File: config.mk
export PLATFORM = sky130hd
export DESIGN_NAME = multifunction_pin_mode_config
export DESIGN_NICKNAME = d
export VERILOG_FILES = /design/src/hw/pin_mode_pkg.sv /design/src/hw/supply_on_debounce.sv /design/src/hw/multifunction_pin_mode_config.sv
export VERILOG_INCLUDE_DIRS = /design/src /design/src/hw
export SDC_FILE = /design/constraint.sdc
export NUM_CORES = 1
export LEC_CHECK = 0
export BUFFER_PORTS_ARGS = -buffer_cell sky130_fd_sc_hd__buf_2
export CAP_MARGIN = 30
export CORE_MARGIN = 2
export CORE_UTILIZATION = 30
export CTS_CLUSTER_DIAMETER = 50
export CTS_CLUSTER_SIZE = 20
export DETAILED_ROUTE_END_ITERATION = 10
export GPL_ROUTABILITY_DRIVEN = 0
export PLACE_DENSITY = 0.55
export SLEW_MARGIN = 20
export SYNTH_ARGS = -nofsm -noshare
export SYNTH_HDL_FRONTEND = slang
export SYNTH_SLANG_ARGS = --single-unit
File: constraint.sdc
create_clock -name core_clk_i -period 2.8 [get_ports core_clk_i]
set_input_delay 0.84 -clock core_clk_i [delete_from_list [all_inputs] [get_ports core_clk_i]]
set_output_delay 0.84 -clock core_clk_i [all_outputs]
set_load 0.02 [all_outputs]
File: src/hw/pin_mode_consts.svh
// register offsets, field positions, reset values and timing figures
// of the multifunction pin mode block.
// included by bare name; holds definitions only.
`ifndef PIN_MODE_CONSTS_SVH
`define PIN_MODE_CONSTS_SVH

`define PM_ADDR_W         8
`define PM_DATA_W         8
`define PM_CFG_OFFSET     8'h0e
`define PM_STATUS_OFFSET  8'h40
`define PM_CFG_RESET      8'h00
`define PM_RDATA_RESET    8'h00

`define PM_FIRST_MODE_MSB 7
`define PM_FIRST_MODE_LSB 5
`define PM_SECOND_MODE_MSB 4
`define PM_SECOND_MODE_LSB 2
`define PM_DEB_SEL_MSB    1
`define PM_DEB_SEL_LSB    0

`define PM_CORE_CLK_HZ    50000000
`define PM_DEB_LONG_MS    160
`define PM_DEB_MID_MS     80
`define PM_DEB_SHORT_MS   40
`define PM_MS_CYCLES      (`PM_CORE_CLK_HZ / 1000)
`define PM_DEB_CNT_W      23

`define PM_SYNC_STAGES    3
`define PM_ASYNC_INPUTS   5

`endif

File: src/hw/pin_mode_pkg.sv
// types shared by the multifunction pin mode block.
// assumes nothing of its surroundings.
package pin_mode_pkg;

   typedef enum logic [2:0] {
      MODE_PG_LOW  = 3'h0,
      MODE_PG_HIGH = 3'h1,
      MODE_POS_OV  = 3'h2,
      MODE_POS_UV  = 3'h3,
      MODE_NEG_OV  = 3'h4,
      MODE_NEG_UV  = 3'h5,
      MODE_FLAG    = 3'h6,
      MODE_OFF     = 3'h7
   } pin_mode_type;

   typedef enum logic [1:0] {
      DEB_MID   = 2'h0,
      DEB_NONE  = 2'h1,
      DEB_SHORT = 2'h2,
      DEB_LONG  = 2'h3
   } debounce_sel_type;

   typedef struct packed {
      pin_mode_type     first_pin_mode_select;
      pin_mode_type     second_pin_mode_select;
      debounce_sel_type on_request_debounce_select;
   } config_type;

   typedef struct packed {
      logic flag;
      logic overvoltage_indication;
      logic undervoltage_indication;
   } pin_status_type;

endpackage

File: src/hw/supply_on_debounce.sv
// debounce filter for the synchronised supply-on request.
// assumes sample_i is already on core_clk_i.
`timescale 1ns/1ps
`default_nettype none
`include "pin_mode_consts.svh"

module supply_on_debounce #(
   parameter int unsigned LONG_CYC  = 8000000,
   parameter int unsigned MID_CYC   = 4000000,
   parameter int unsigned SHORT_CYC = 2000000
) (
   input  wire logic                          core_clk_i,
   input  wire logic                          nrst_i,
   input  wire logic                          sample_i,
   input  wire pin_mode_pkg::debounce_sel_type sel_i,
   output logic                               debounced_o
);
   import pin_mode_pkg::*;

   logic [`PM_DEB_CNT_W-1:0] count;
   logic [`PM_DEB_CNT_W-1:0] limit;
   wire                      differs = sample_i != debounced_o;
   wire                      bypass  = sel_i == DEB_NONE;
   wire                      expired = count >= limit;

   // count of stable cycles needed minus one
   always_comb begin
      case (sel_i)
         DEB_MID:   limit = `PM_DEB_CNT_W'(MID_CYC - 1);
         DEB_SHORT: limit = `PM_DEB_CNT_W'(SHORT_CYC - 1);
         DEB_LONG:  limit = `PM_DEB_CNT_W'(LONG_CYC - 1);
         default:   limit = '0;
      endcase
   end

   always_ff @(posedge core_clk_i or negedge nrst_i) begin
      if (!nrst_i) begin
         count       <= '0;
         debounced_o <= 1'b0;
      end else if (!differs) begin
         count <= '0;
      end else if (bypass || expired) begin
         count       <= '0;
         debounced_o <= sample_i;
      end else begin
         count <= count + 1'b1;
      end
   end

endmodule
`default_nettype wire

File: src/hw/multifunction_pin_mode_config.sv
// multifunction pin mode configuration: two pins that are either
// power-good outputs or comparator-fed flags, plus supply-on debounce.
// assumes analog comparators and the supply-on pin are asynchronous,
// and that the eeprom default and power-good sources share core_clk_i.
//
// Strobed register access was decided locally.
`timescale 1ns/1ps
`default_nettype none
`include "pin_mode_consts.svh"

// Operation
// - after power-up the config register takes the eeprom default value
// - first pin modes 000 and 001 drive the dc power-good output
// - first pin 010: below lower clears flag and ov, above sets both
// - first pin 011: below asserts uv flag clear, above sets flag
// - first pin 100: below asserts ov flag clear, above sets flag
// - first pin 101: below clears all, above sets flag and uv
// - first pin 110: flag follows input, ov and uv stay low
// - first pin 111: flag, ov and uv all held low
// - second pin modes 000 and 001 give the ac power-good function
// - second pin positive modes compare against the dac level
// - second pin negative modes compare against the dac level
// - second pin 110: flag follows the dac comparison, ov uv low
// - debounce code picks 80, 40 or 160 ms, or no filtering, for the supply-on request
module multifunction_pin_mode_config #(
   parameter int unsigned DEB_LONG_CYC  = `PM_DEB_LONG_MS * `PM_MS_CYCLES,
   parameter int unsigned DEB_MID_CYC   = `PM_DEB_MID_MS * `PM_MS_CYCLES,
   parameter int unsigned DEB_SHORT_CYC = `PM_DEB_SHORT_MS * `PM_MS_CYCLES
) (
   input  wire logic                  core_clk_i,
   input  wire logic                  nrst_i,
   input  wire logic [`PM_ADDR_W-1:0] addr_i,
   input  wire logic [`PM_DATA_W-1:0] wdata_i,
   input  wire logic                  wr_i,
   input  wire logic                  rd_i,
   output logic      [`PM_DATA_W-1:0] rdata_o,
   input  wire logic [`PM_DATA_W-1:0] eeprom_default_i,
   input  wire logic                  dc_good_i,
   input  wire logic                  ac_good_i,
   input  wire logic                  first_above_1v15_i,
   input  wire logic                  first_above_1v25_i,
   input  wire logic                  first_above_1v35_i,
   input  wire logic                  second_above_dac_i,
   input  wire logic                  supply_on_request_i,
   output logic                       dc_power_good_output_o,
   output logic                       dc_power_good_oe_o,
   output logic                       ac_power_good_o,
   output logic                       ac_power_good_active_o,
   output logic                       first_pin_flag_o,
   output logic                       first_overvoltage_o,
   output logic                       first_undervoltage_o,
   output logic                       second_pin_flag_o,
   output logic                       second_overvoltage_o,
   output logic                       second_undervoltage_o,
   output logic                       supply_on_request_o
);
   import pin_mode_pkg::*;

   ////////////////////////////////////////////////////////////////////
   // status decode shared by both pins

   function automatic pin_status_type decode(
      input pin_mode_type mode,
      input logic         high
   );
      pin_status_type s;
      s = '0;
      case (mode)
         MODE_POS_OV: begin
            s.flag                   = high;
            s.overvoltage_indication = high;
         end
         MODE_POS_UV: begin
            s.flag                    = high;
            s.undervoltage_indication = !high;
         end
         MODE_NEG_OV: begin
            s.flag                   = high;
            s.overvoltage_indication = !high;
         end
         MODE_NEG_UV: begin
            s.flag                    = high;
            s.undervoltage_indication = high;
         end
         MODE_FLAG: begin
            s.flag = high;
         end
         default: begin
            s = '0;
         end
      endcase
      return s;
   endfunction

   ////////////////////////////////////////////////////////////////////
   // configuration register and power-up load

   config_type cfg;
   logic       loaded;

   wire cfg_sel    = addr_i == `PM_CFG_OFFSET;
   wire status_sel = addr_i == `PM_STATUS_OFFSET;
   wire cfg_write  = wr_i && cfg_sel;

   always_ff @(posedge core_clk_i or negedge nrst_i) begin
      if (!nrst_i) begin
         cfg    <= config_type'(`PM_CFG_RESET);
         loaded <= 1'b0;
      end else if (!loaded) begin
         // eeprom shadow caught at the first edge after release
         cfg    <= config_type'(eeprom_default_i);
         loaded <= 1'b1;
      end else if (cfg_write) begin
         cfg <= config_type'(wdata_i);
      end
   end

   ////////////////////////////////////////////////////////////////////
   // three-stage synchronisers for asynchronous inputs

   logic [`PM_ASYNC_INPUTS-1:0] raw;
   logic [`PM_ASYNC_INPUTS-1:0] sync1;
   logic [`PM_ASYNC_INPUTS-1:0] sync2;
   logic [`PM_ASYNC_INPUTS-1:0] sync3;
   logic [`PM_ASYNC_INPUTS-1:0] clean;

   assign raw = {supply_on_request_i,
                 second_above_dac_i,
                 first_above_1v35_i,
                 first_above_1v25_i,
                 first_above_1v15_i};

   genvar gi;
   generate
      for (gi = 0; gi < `PM_ASYNC_INPUTS; gi++) begin : g_sync
         always_ff @(posedge core_clk_i or negedge nrst_i) begin
            if (!nrst_i) begin
               sync1[gi] <= 1'b0;
               sync2[gi] <= 1'b0;
               sync3[gi] <= 1'b0;
               clean[gi] <= 1'b0;
            end else begin
               sync1[gi] <= raw[gi];
               sync2[gi] <= sync1[gi];
               sync3[gi] <= sync2[gi];
               // a change counts once stages two and three agree
               if (sync2[gi] == sync3[gi]) begin
                  clean[gi] <= sync3[gi];
               end
            end
         end
      end
   endgenerate

   wire above_1v15 = clean[0];
   wire above_1v25 = clean[1];
   wire above_1v35 = clean[2];
   wire above_dac  = clean[3];
   wire on_request = clean[4];

   ////////////////////////////////////////////////////////////////////
   // first pin: threshold pair chosen by mode, hysteresis state

   pin_mode_type first_mode;
   pin_mode_type second_mode;
   logic         first_high;
   logic         next_first_high;
   logic         second_high;

   assign first_mode  = cfg.first_pin_mode_select;
   assign second_mode = cfg.second_pin_mode_select;

   // uv-positive and ov-negative use the 1.25 / 1.35 V pair
   wire upper_pair = (first_mode == MODE_POS_UV) ||
                     (first_mode == MODE_NEG_OV);
   wire over_upper = upper_pair ? above_1v35 : above_1v25;
   wire over_lower = upper_pair ? above_1v25 : above_1v15;

   // between the thresholds the previous state is kept
   assign next_first_high = over_upper ? 1'b1 :
                            !over_lower ? 1'b0 : first_high;

   always_ff @(posedge core_clk_i or negedge nrst_i) begin
      if (!nrst_i) begin
         first_high  <= 1'b0;
         second_high <= 1'b0;
      end else begin
         first_high  <= next_first_high;
         second_high <= above_dac;
      end
   end

   ////////////////////////////////////////////////////////////////////
   // pin functions and flag outputs

   pin_status_type first_status;
   pin_status_type second_status;

   wire first_is_pg  = (first_mode == MODE_PG_LOW) ||
                       (first_mode == MODE_PG_HIGH);
   wire second_is_pg = (second_mode == MODE_PG_LOW) ||
                       (second_mode == MODE_PG_HIGH);

   assign first_status  = decode(first_mode, first_high);
   assign second_status = decode(second_mode, second_high);

   always_ff @(posedge core_clk_i or negedge nrst_i) begin
      if (!nrst_i) begin
         dc_power_good_output_o <= 1'b0;
         dc_power_good_oe_o     <= 1'b0;
         ac_power_good_o        <= 1'b0;
         ac_power_good_active_o <= 1'b0;
      end else begin
         dc_power_good_oe_o     <= first_is_pg;
         dc_power_good_output_o <= first_is_pg && dc_good_i;
         ac_power_good_active_o <= second_is_pg;
         ac_power_good_o        <= second_is_pg && ac_good_i;
      end
   end

   always_ff @(posedge core_clk_i or negedge nrst_i) begin
      if (!nrst_i) begin
         first_pin_flag_o      <= 1'b0;
         first_overvoltage_o   <= 1'b0;
         first_undervoltage_o  <= 1'b0;
         second_pin_flag_o     <= 1'b0;
         second_overvoltage_o  <= 1'b0;
         second_undervoltage_o <= 1'b0;
      end else begin
         first_pin_flag_o      <= first_status.flag;
         first_overvoltage_o   <= first_status.overvoltage_indication;
         first_undervoltage_o  <= first_status.undervoltage_indication;
         second_pin_flag_o     <= second_status.flag;
         second_overvoltage_o  <= second_status.overvoltage_indication;
         second_undervoltage_o <= second_status.undervoltage_indication;
      end
   end

   ////////////////////////////////////////////////////////////////////
   // supply-on request debounce

   logic on_debounced;

   supply_on_debounce #(
      .LONG_CYC  (DEB_LONG_CYC),
      .MID_CYC   (DEB_MID_CYC),
      .SHORT_CYC (DEB_SHORT_CYC)
   ) u_debounce (
      .core_clk_i  (core_clk_i),
      .nrst_i      (nrst_i),
      .sample_i    (on_request),
      .sel_i       (cfg.on_request_debounce_select),
      .debounced_o (on_debounced)
   );

   always_ff @(posedge core_clk_i or negedge nrst_i) begin
      if (!nrst_i) begin
         supply_on_request_o <= 1'b0;
      end else begin
         supply_on_request_o <= on_debounced;
      end
   end

   ////////////////////////////////////////////////////////////////////
   // register read port, data valid in the cycle after the strobe

   logic [`PM_DATA_W-1:0] status_word;
   logic [`PM_DATA_W-1:0] next_rdata;

   assign status_word = {loaded,
                         supply_on_request_o,
                         second_undervoltage_o,
                         second_overvoltage_o,
                         second_pin_flag_o,
                         first_undervoltage_o,
                         first_overvoltage_o,
                         first_pin_flag_o};

   assign next_rdata = !rd_i      ? `PM_RDATA_RESET :
                       cfg_sel    ? `PM_DATA_W'(cfg) :
                       status_sel ? status_word :
                                    `PM_RDATA_RESET;

   always_ff @(posedge core_clk_i or negedge nrst_i) begin
      if (!nrst_i) begin
         rdata_o <= `PM_RDATA_RESET;
      end else begin
         rdata_o <= next_rdata;
      end
   end

endmodule
`default_nettype wire

# [After elaboration in Yosys (flattened, before gate mapping)]
# Index checks and enable logic that the tools add are counted.
[totals] register_bits=74 wordCells=100 output_inout_bits=19 in_bits=35
[classes] n_mux=18 n_reduce_logical=15 n_lt_le_gt_ge=1 n_addsub=1 n_eq_ne=25
[ops] operator="one-hot mux 23 bit (3 select lines)" count=1
[ops] operator="2-to-1 mux 23 bit" count=2
[ops] operator="2-to-1 mux 8 bit" count=5
[ops] operator="adder 23 x 1 -> 23 bit (second input constant)" count=1
[ops] operator="greater-or-equal comparator 23 bit" count=1
[ops] operator="== test 3 bit (second input constant)" count=6
[ops] operator="== test 3 x 2 -> 1 bit (second input constant)" count=4
[ops] operator="OR reduction 5 bit" count=2
[ops] operator="== test 8 x 4 -> 1 bit (second input constant)" count=1
[ops] operator="== test 8 x 7 -> 1 bit (second input constant)" count=1
[ops] operator="one-hot mux 1 bit (2 select lines)" count=4
[ops] operator="== test 3 x 1 -> 1 bit (second input constant)" count=2
[ops] operator="logical NOT 3 bit" count=2
[ops] operator="2-to-1 mux 1 bit" count=6
[ops] operator="== test 1 bit" count=5
[ops] operator="== test 2 bit (second input constant)" count=2
[ops] operator="logical OR 1 bit" count=4
[ops] operator="logical AND 1 bit" count=3
[ops] operator="== test 2 x 1 -> 1 bit (second input constant)" count=1
[ops] operator="logical NOT 1 bit" count=2
[ops] operator="logical NOT 2 bit" count=1
[ops] operator="inequality test 2 x 1 -> 1 bit (second input constant)" count=1
[ops] operator="inequality test 2 bit (second input constant)" count=1
[ops] operator="AND reduction 2 bit" count=1
[ops] operator="inequality test 1 bit" count=1

# [Longest topological paths before layout]
[depth] ltp_word=6 ltp_mapped=11 ltp_nobuf=10

# [By module]
# Synthesis repeated with hierarchy kept, for this count alone.
[hier_totals] cells_unflattened=321 area_unflattened_um2=3638.5
[modules_own_cells] mod="multifunction_pin_mode_config" area_each_um2=1861.8 cells_per_inst=149 n_inst=1 seq_area_each_um2=1251.2
[modules_own_cells] mod="supply_on_debounce" area_each_um2=1776.7 cells_per_inst=172 n_inst=1 seq_area_each_um2=600.6

# [Worst setup path before layout]
# OpenSTA, ideal clock, no wires.
[synth_timing] path_kind="reg2reg" start="register cfg[1] (netlist bit)" end="register u_debounce.debounced_o" arrival_time_ns=2.490 stages_incl_launch_ff=10 slack_ns=0.179 t_required_ns=2.669 setup_time_ns=0.131 period_less_slack_ns=2.621 path_buffers=0 path_cell_list="dfrtp_1 inv_1 ha_1 inv_1 ha_1 nand2b_1 a211o_1 a211oi_1 o22ai_1 or3_1"
[synth_via] elab_chain_cells=5 word_cells_on_any_way=8 cone_classes="order compare (1); eq/ne (3); mux (1); reduce/logical (3)"
[synth_lines] item="start, declared" line_no="multifunction_pin_mode_config.sv:98" source="config_type cfg;"
[synth_lines] item="start signal, assigned" line_no="multifunction_pin_mode_config.sv:107" source="cfg <= config_type'(`PM_CFG_RESET);"
[synth_lines] item="start signal, assigned" line_no="multifunction_pin_mode_config.sv:111" source="cfg <= config_type'(eeprom_default_i);"
[synth_lines] item="start signal, assigned" line_no="multifunction_pin_mode_config.sv:114" source="cfg <= config_type'(wdata_i);"
[synth_lines] item="== test 2 bit / logical NOT 2 bit (equally long branches)" line_no="supply_on_debounce.sv:28" source="case (sel_i)"
[synth_lines] item="one-hot mux 23 bit (3 select lines)" line_no="supply_on_debounce.sv:28"
[synth_lines] item="greater-or-equal comparator 23 bit" line_no="supply_on_debounce.sv:24" source="wire expired = count >= limit;"
[synth_lines] item="logical OR 1 bit *" line_no="supply_on_debounce.sv:42" source="end else if (bypass || expired) begin"
[synth_lines] item="AND reduction 2 bit (no line) *"
[synth_lines] item="end signal, assigned" line_no="supply_on_debounce.sv:44" source="debounced_o <= sample_i;"
[synth_lines] item="end, declared" line_no="supply_on_debounce.sv:16" source="output logic debounced_o"
# Mark *: on every way between the ends. The rest lies on a longest branch, timed or not.
# A chain may end at the register's enable or synchronous reset.

# [Final worst setup path]
[layout_timing] start="register cfg[0] (netlist bit)" end="register u_debounce.debounced_o"
# The elaborated chain is that of the path after synthesis.

==> flow_summary.ini <==
[layout]
antennaDiodeCount = 0
layout-drive-gt1-share = 0.2876
num-nets-final = 436
area_growth_pct = 22.45
fill_cells = 1213

[timing]
fin_crit_ns = 2.681
timing.final.ws_setup_ns = 0.1193
finalClockSkew_ns = 0.005823
period_share = 0.9574
setup_tns_ns = 0
fmax_mhz = 373.0
finalSetupViolCount = 0
timing_hold_violations_final = 0
report.final.slew_viol_count = 0
tightest_slew_ns = 0.5943
slew_headroom = 0.6015

[routing]
vias_per_cell = 4.759
drcViolationCount = 0
wirelength_um = 7258
drtIter0Drc = 76
vias = 2503
wl_per_cell_um = 13.80
dr.pass1.iters = 4
postRouteAntennaNets = 0

[synthesis]
yosysUniqueCellTypes = 49
synthArstFlopShare = 1.000
yosys_most_used_dff = dfrtp_1
syn-num-nets = 377
syn_inst = 315
ys_warn_count = 0
synth-seq-cells = 74
syn_area_mm2 = 0.003617
synth_edf_count = 0
syn_area_per_cell_um2 = 11.48
synth-seq-area-share = 0.5119

[critical_path]
crit_path_end_kind = flop
worstReg2RegEnd = u_debounce.debounced_o
crit_fanout = 6
critPathKind = reg -> reg
worstSetupStartpoint = cfg[0]
crit_path_end = u_debounce.debounced_o
cp.arrival_ns = 2.90
r2r_slack_ns = 0.12
reg2reg_depth = 8
required_ns = 3.02
worst_setup_path_start_kind = flop
rr_startpoint = cfg[0]

[global_route]
grt_pass1_vias = 2518
grt_util_all_layers = 0.1229
antenna_found_initial = 0
grt_max_degree = 41
gr-total-overflow = 0
grt_pass1_wl_um = 12440

[clock_network]
hold_buffers = 0
cts_resized = 0
insertion_delay_ns = 0.34
root_buffer = clkbuf_16
cts_sinks = 74
cts.reportedPaths.clkPinSlew_ns = 0.06
cts_max_path_buffers = 2
htree_levels = 3
postCtsSetupBuffers = 0
cts_tree = done
numCtsBuffers = 9

[min_path]
hp-class = reg -> reg
min_from = sync1[0]

[floorplan]
fp.dieW_um = 113.8
io_pins = 54
start_util = 0.3037
core_area_mm2 = 0.01191
num_rows = 40
dieArea_mm2 = 0.01295
die_h_um = 113.8

[power_and_ir_drop]
p_leak_uw = 0.002061
p_per_area_mw_per_mm2 = 658.0
vdd_drop_max_mv = 0.3720
total_power_uw = 2914

[placed_design]
port_buffers = 53
dp_slack_ns = 0.04933
dp_hpwl_um = 5273

[status]
status = finished, final reports clean

[run]
drv_cap = 0
-- stage by stage --
step | cell area, µm² | hold slack (ns) | utilization | std cells
finish | 4429 | 0.3514 | 0.3718 | 526
global route | 4429 | 0.3663 | 0.3718 | 526
CTS | 4414 | 0.3548 | 0.3706 | 526
detailed placement | 4078 | 0.3370 | 0.3423 | 510
global placement | 4078 | 0.3357 | 0.3423 | 510
floorplan | 3617 | 0.3312 | - | 315
-- state kept, by name, indices dropped and copies added (netlist names), 2 cells and up --
name,count
cfg,2
first_mode,3
rdata_o,8
second_mode,3
sync1,5
sync2,5
sync3,5
u_debounce.count,23
-- critical path, cell delays in order, from the launching register on --
cell and delay [ns]:
dfrtp_1 0.45, inv_1 0.12, ha_1 0.35, ha_1 0.32, nand4_1 0.15, nor3_4 0.32
a32oi_1 0.26, o2111a_1 0.20, or3_1 0.37
-- metal layers --
layer  up-vias  global-route usage  share of wire
li1       1224                   -              -
met1      1237              0.1528           0.45
met2        32              0.1964           0.50
met3        10             0.04357          0.028
met4         0             0.04797          0.020
met5         -                   0              0
-- where the power goes --
| group | internal [µW] | leakage (µW) | switching [µW] |
|---|---|---|---|
| Sequential | 1140 | 0.000950 | 73.1 |
| Clock | 817 | 0.000165 | 472 |
| Combinational | 167 | 0.000945 | 242 |
-- worst min-delay path by stage --
stage	to	slack, ns	cells after the start
after floorplan	sync2[0]	0.33	0
after global placement	sync2[0]	0.34	0
after detailed placement	sync2[3]	0.34	0
after CTS	sync2[0]	0.35	0
after global routing	sync2[1]	0.37	0
final	sync2[0]	0.35	0
-- cell usage after synthesis, drive strengths merged, types with 3 or more instances --
master	instances	area, µm²
a22oi	8	60.06
dfrtp	74	1852
a21oi	6	30.03
nand2	20	75.07
buf	3	27.52
mux2i	9	90.09
clkbuf	7	26.28
nor3	3	25.02
ha	27	337.8
and3	5	32.53
maj3	5	50.05
nand2b	3	18.77
nor2	36	200.2
xor2	18	157.7
nand3	11	55.05
nand4	7	43.79
a211oi	4	30.03
xnor2	4	35.03
nor2b	8	50.05
and4	6	53.80
inv	10	37.54
and2	3	18.77
o21ai	15	75.07
-- logic make-up after synthesis --
| kind of cell | Yosys count | share of synthesized area |
|---|---|---|
| AOI/OAI and AO/OA | 44 | 0.08959 |
| xor gates and xnor gates | 22 | 0.05327 |
| adders and majority gates | 32 | 0.1072 |
| buffers and inverters | 20 | 0.02525 |
| DFF | 74 | 0.5119 |
| muxes | 9 | 0.02491 |
| other | 1 | 0.001037 |
| and+or+nand+nor | 113 | 0.1868 |
-- cells in the final DEF, fill, tap and decap left out, types with 6 or more instances in the layout --
| cell | netlist | final |
|---|---|---|
| a22oi_1 | 8 | 8 |
| nor2b_1 | 8 | 8 |
| inv_1 | 10 | 10 |
| buf_2 | 1 | 52 |
| a21oi_1 | 6 | 6 |
| xor2_1 | 18 | 18 |
| nor2_1 | 14 | 14 |
| nand2_1 | 20 | 20 |
| nor2_2 | 20 | 20 |
| clkbuf_16 | 0 | 9 |
| o21ai_0 | 11 | 11 |
| ha_1 | 27 | 26 |
| mux2i_1 | 9 | 9 |
| nand4_1 | 7 | 7 |
| nand3_1 | 11 | 11 |
| dfrtp_1 | 74 | 74 |
-- layout make-up --
cell class,count,area [µm²],area share
flip-flops and latches,74,1852,0.4181
well taps,147,183.9,0.04153
clock buffers,10,239.0,0.05395
repair buffers,58,330.3,0.07458
clock inverters,6,97.59,0.02203
inverters,10,37.54,0.008475
multi-input cells,221,1689,0.3814
Power figures use the tool's default switching activity.
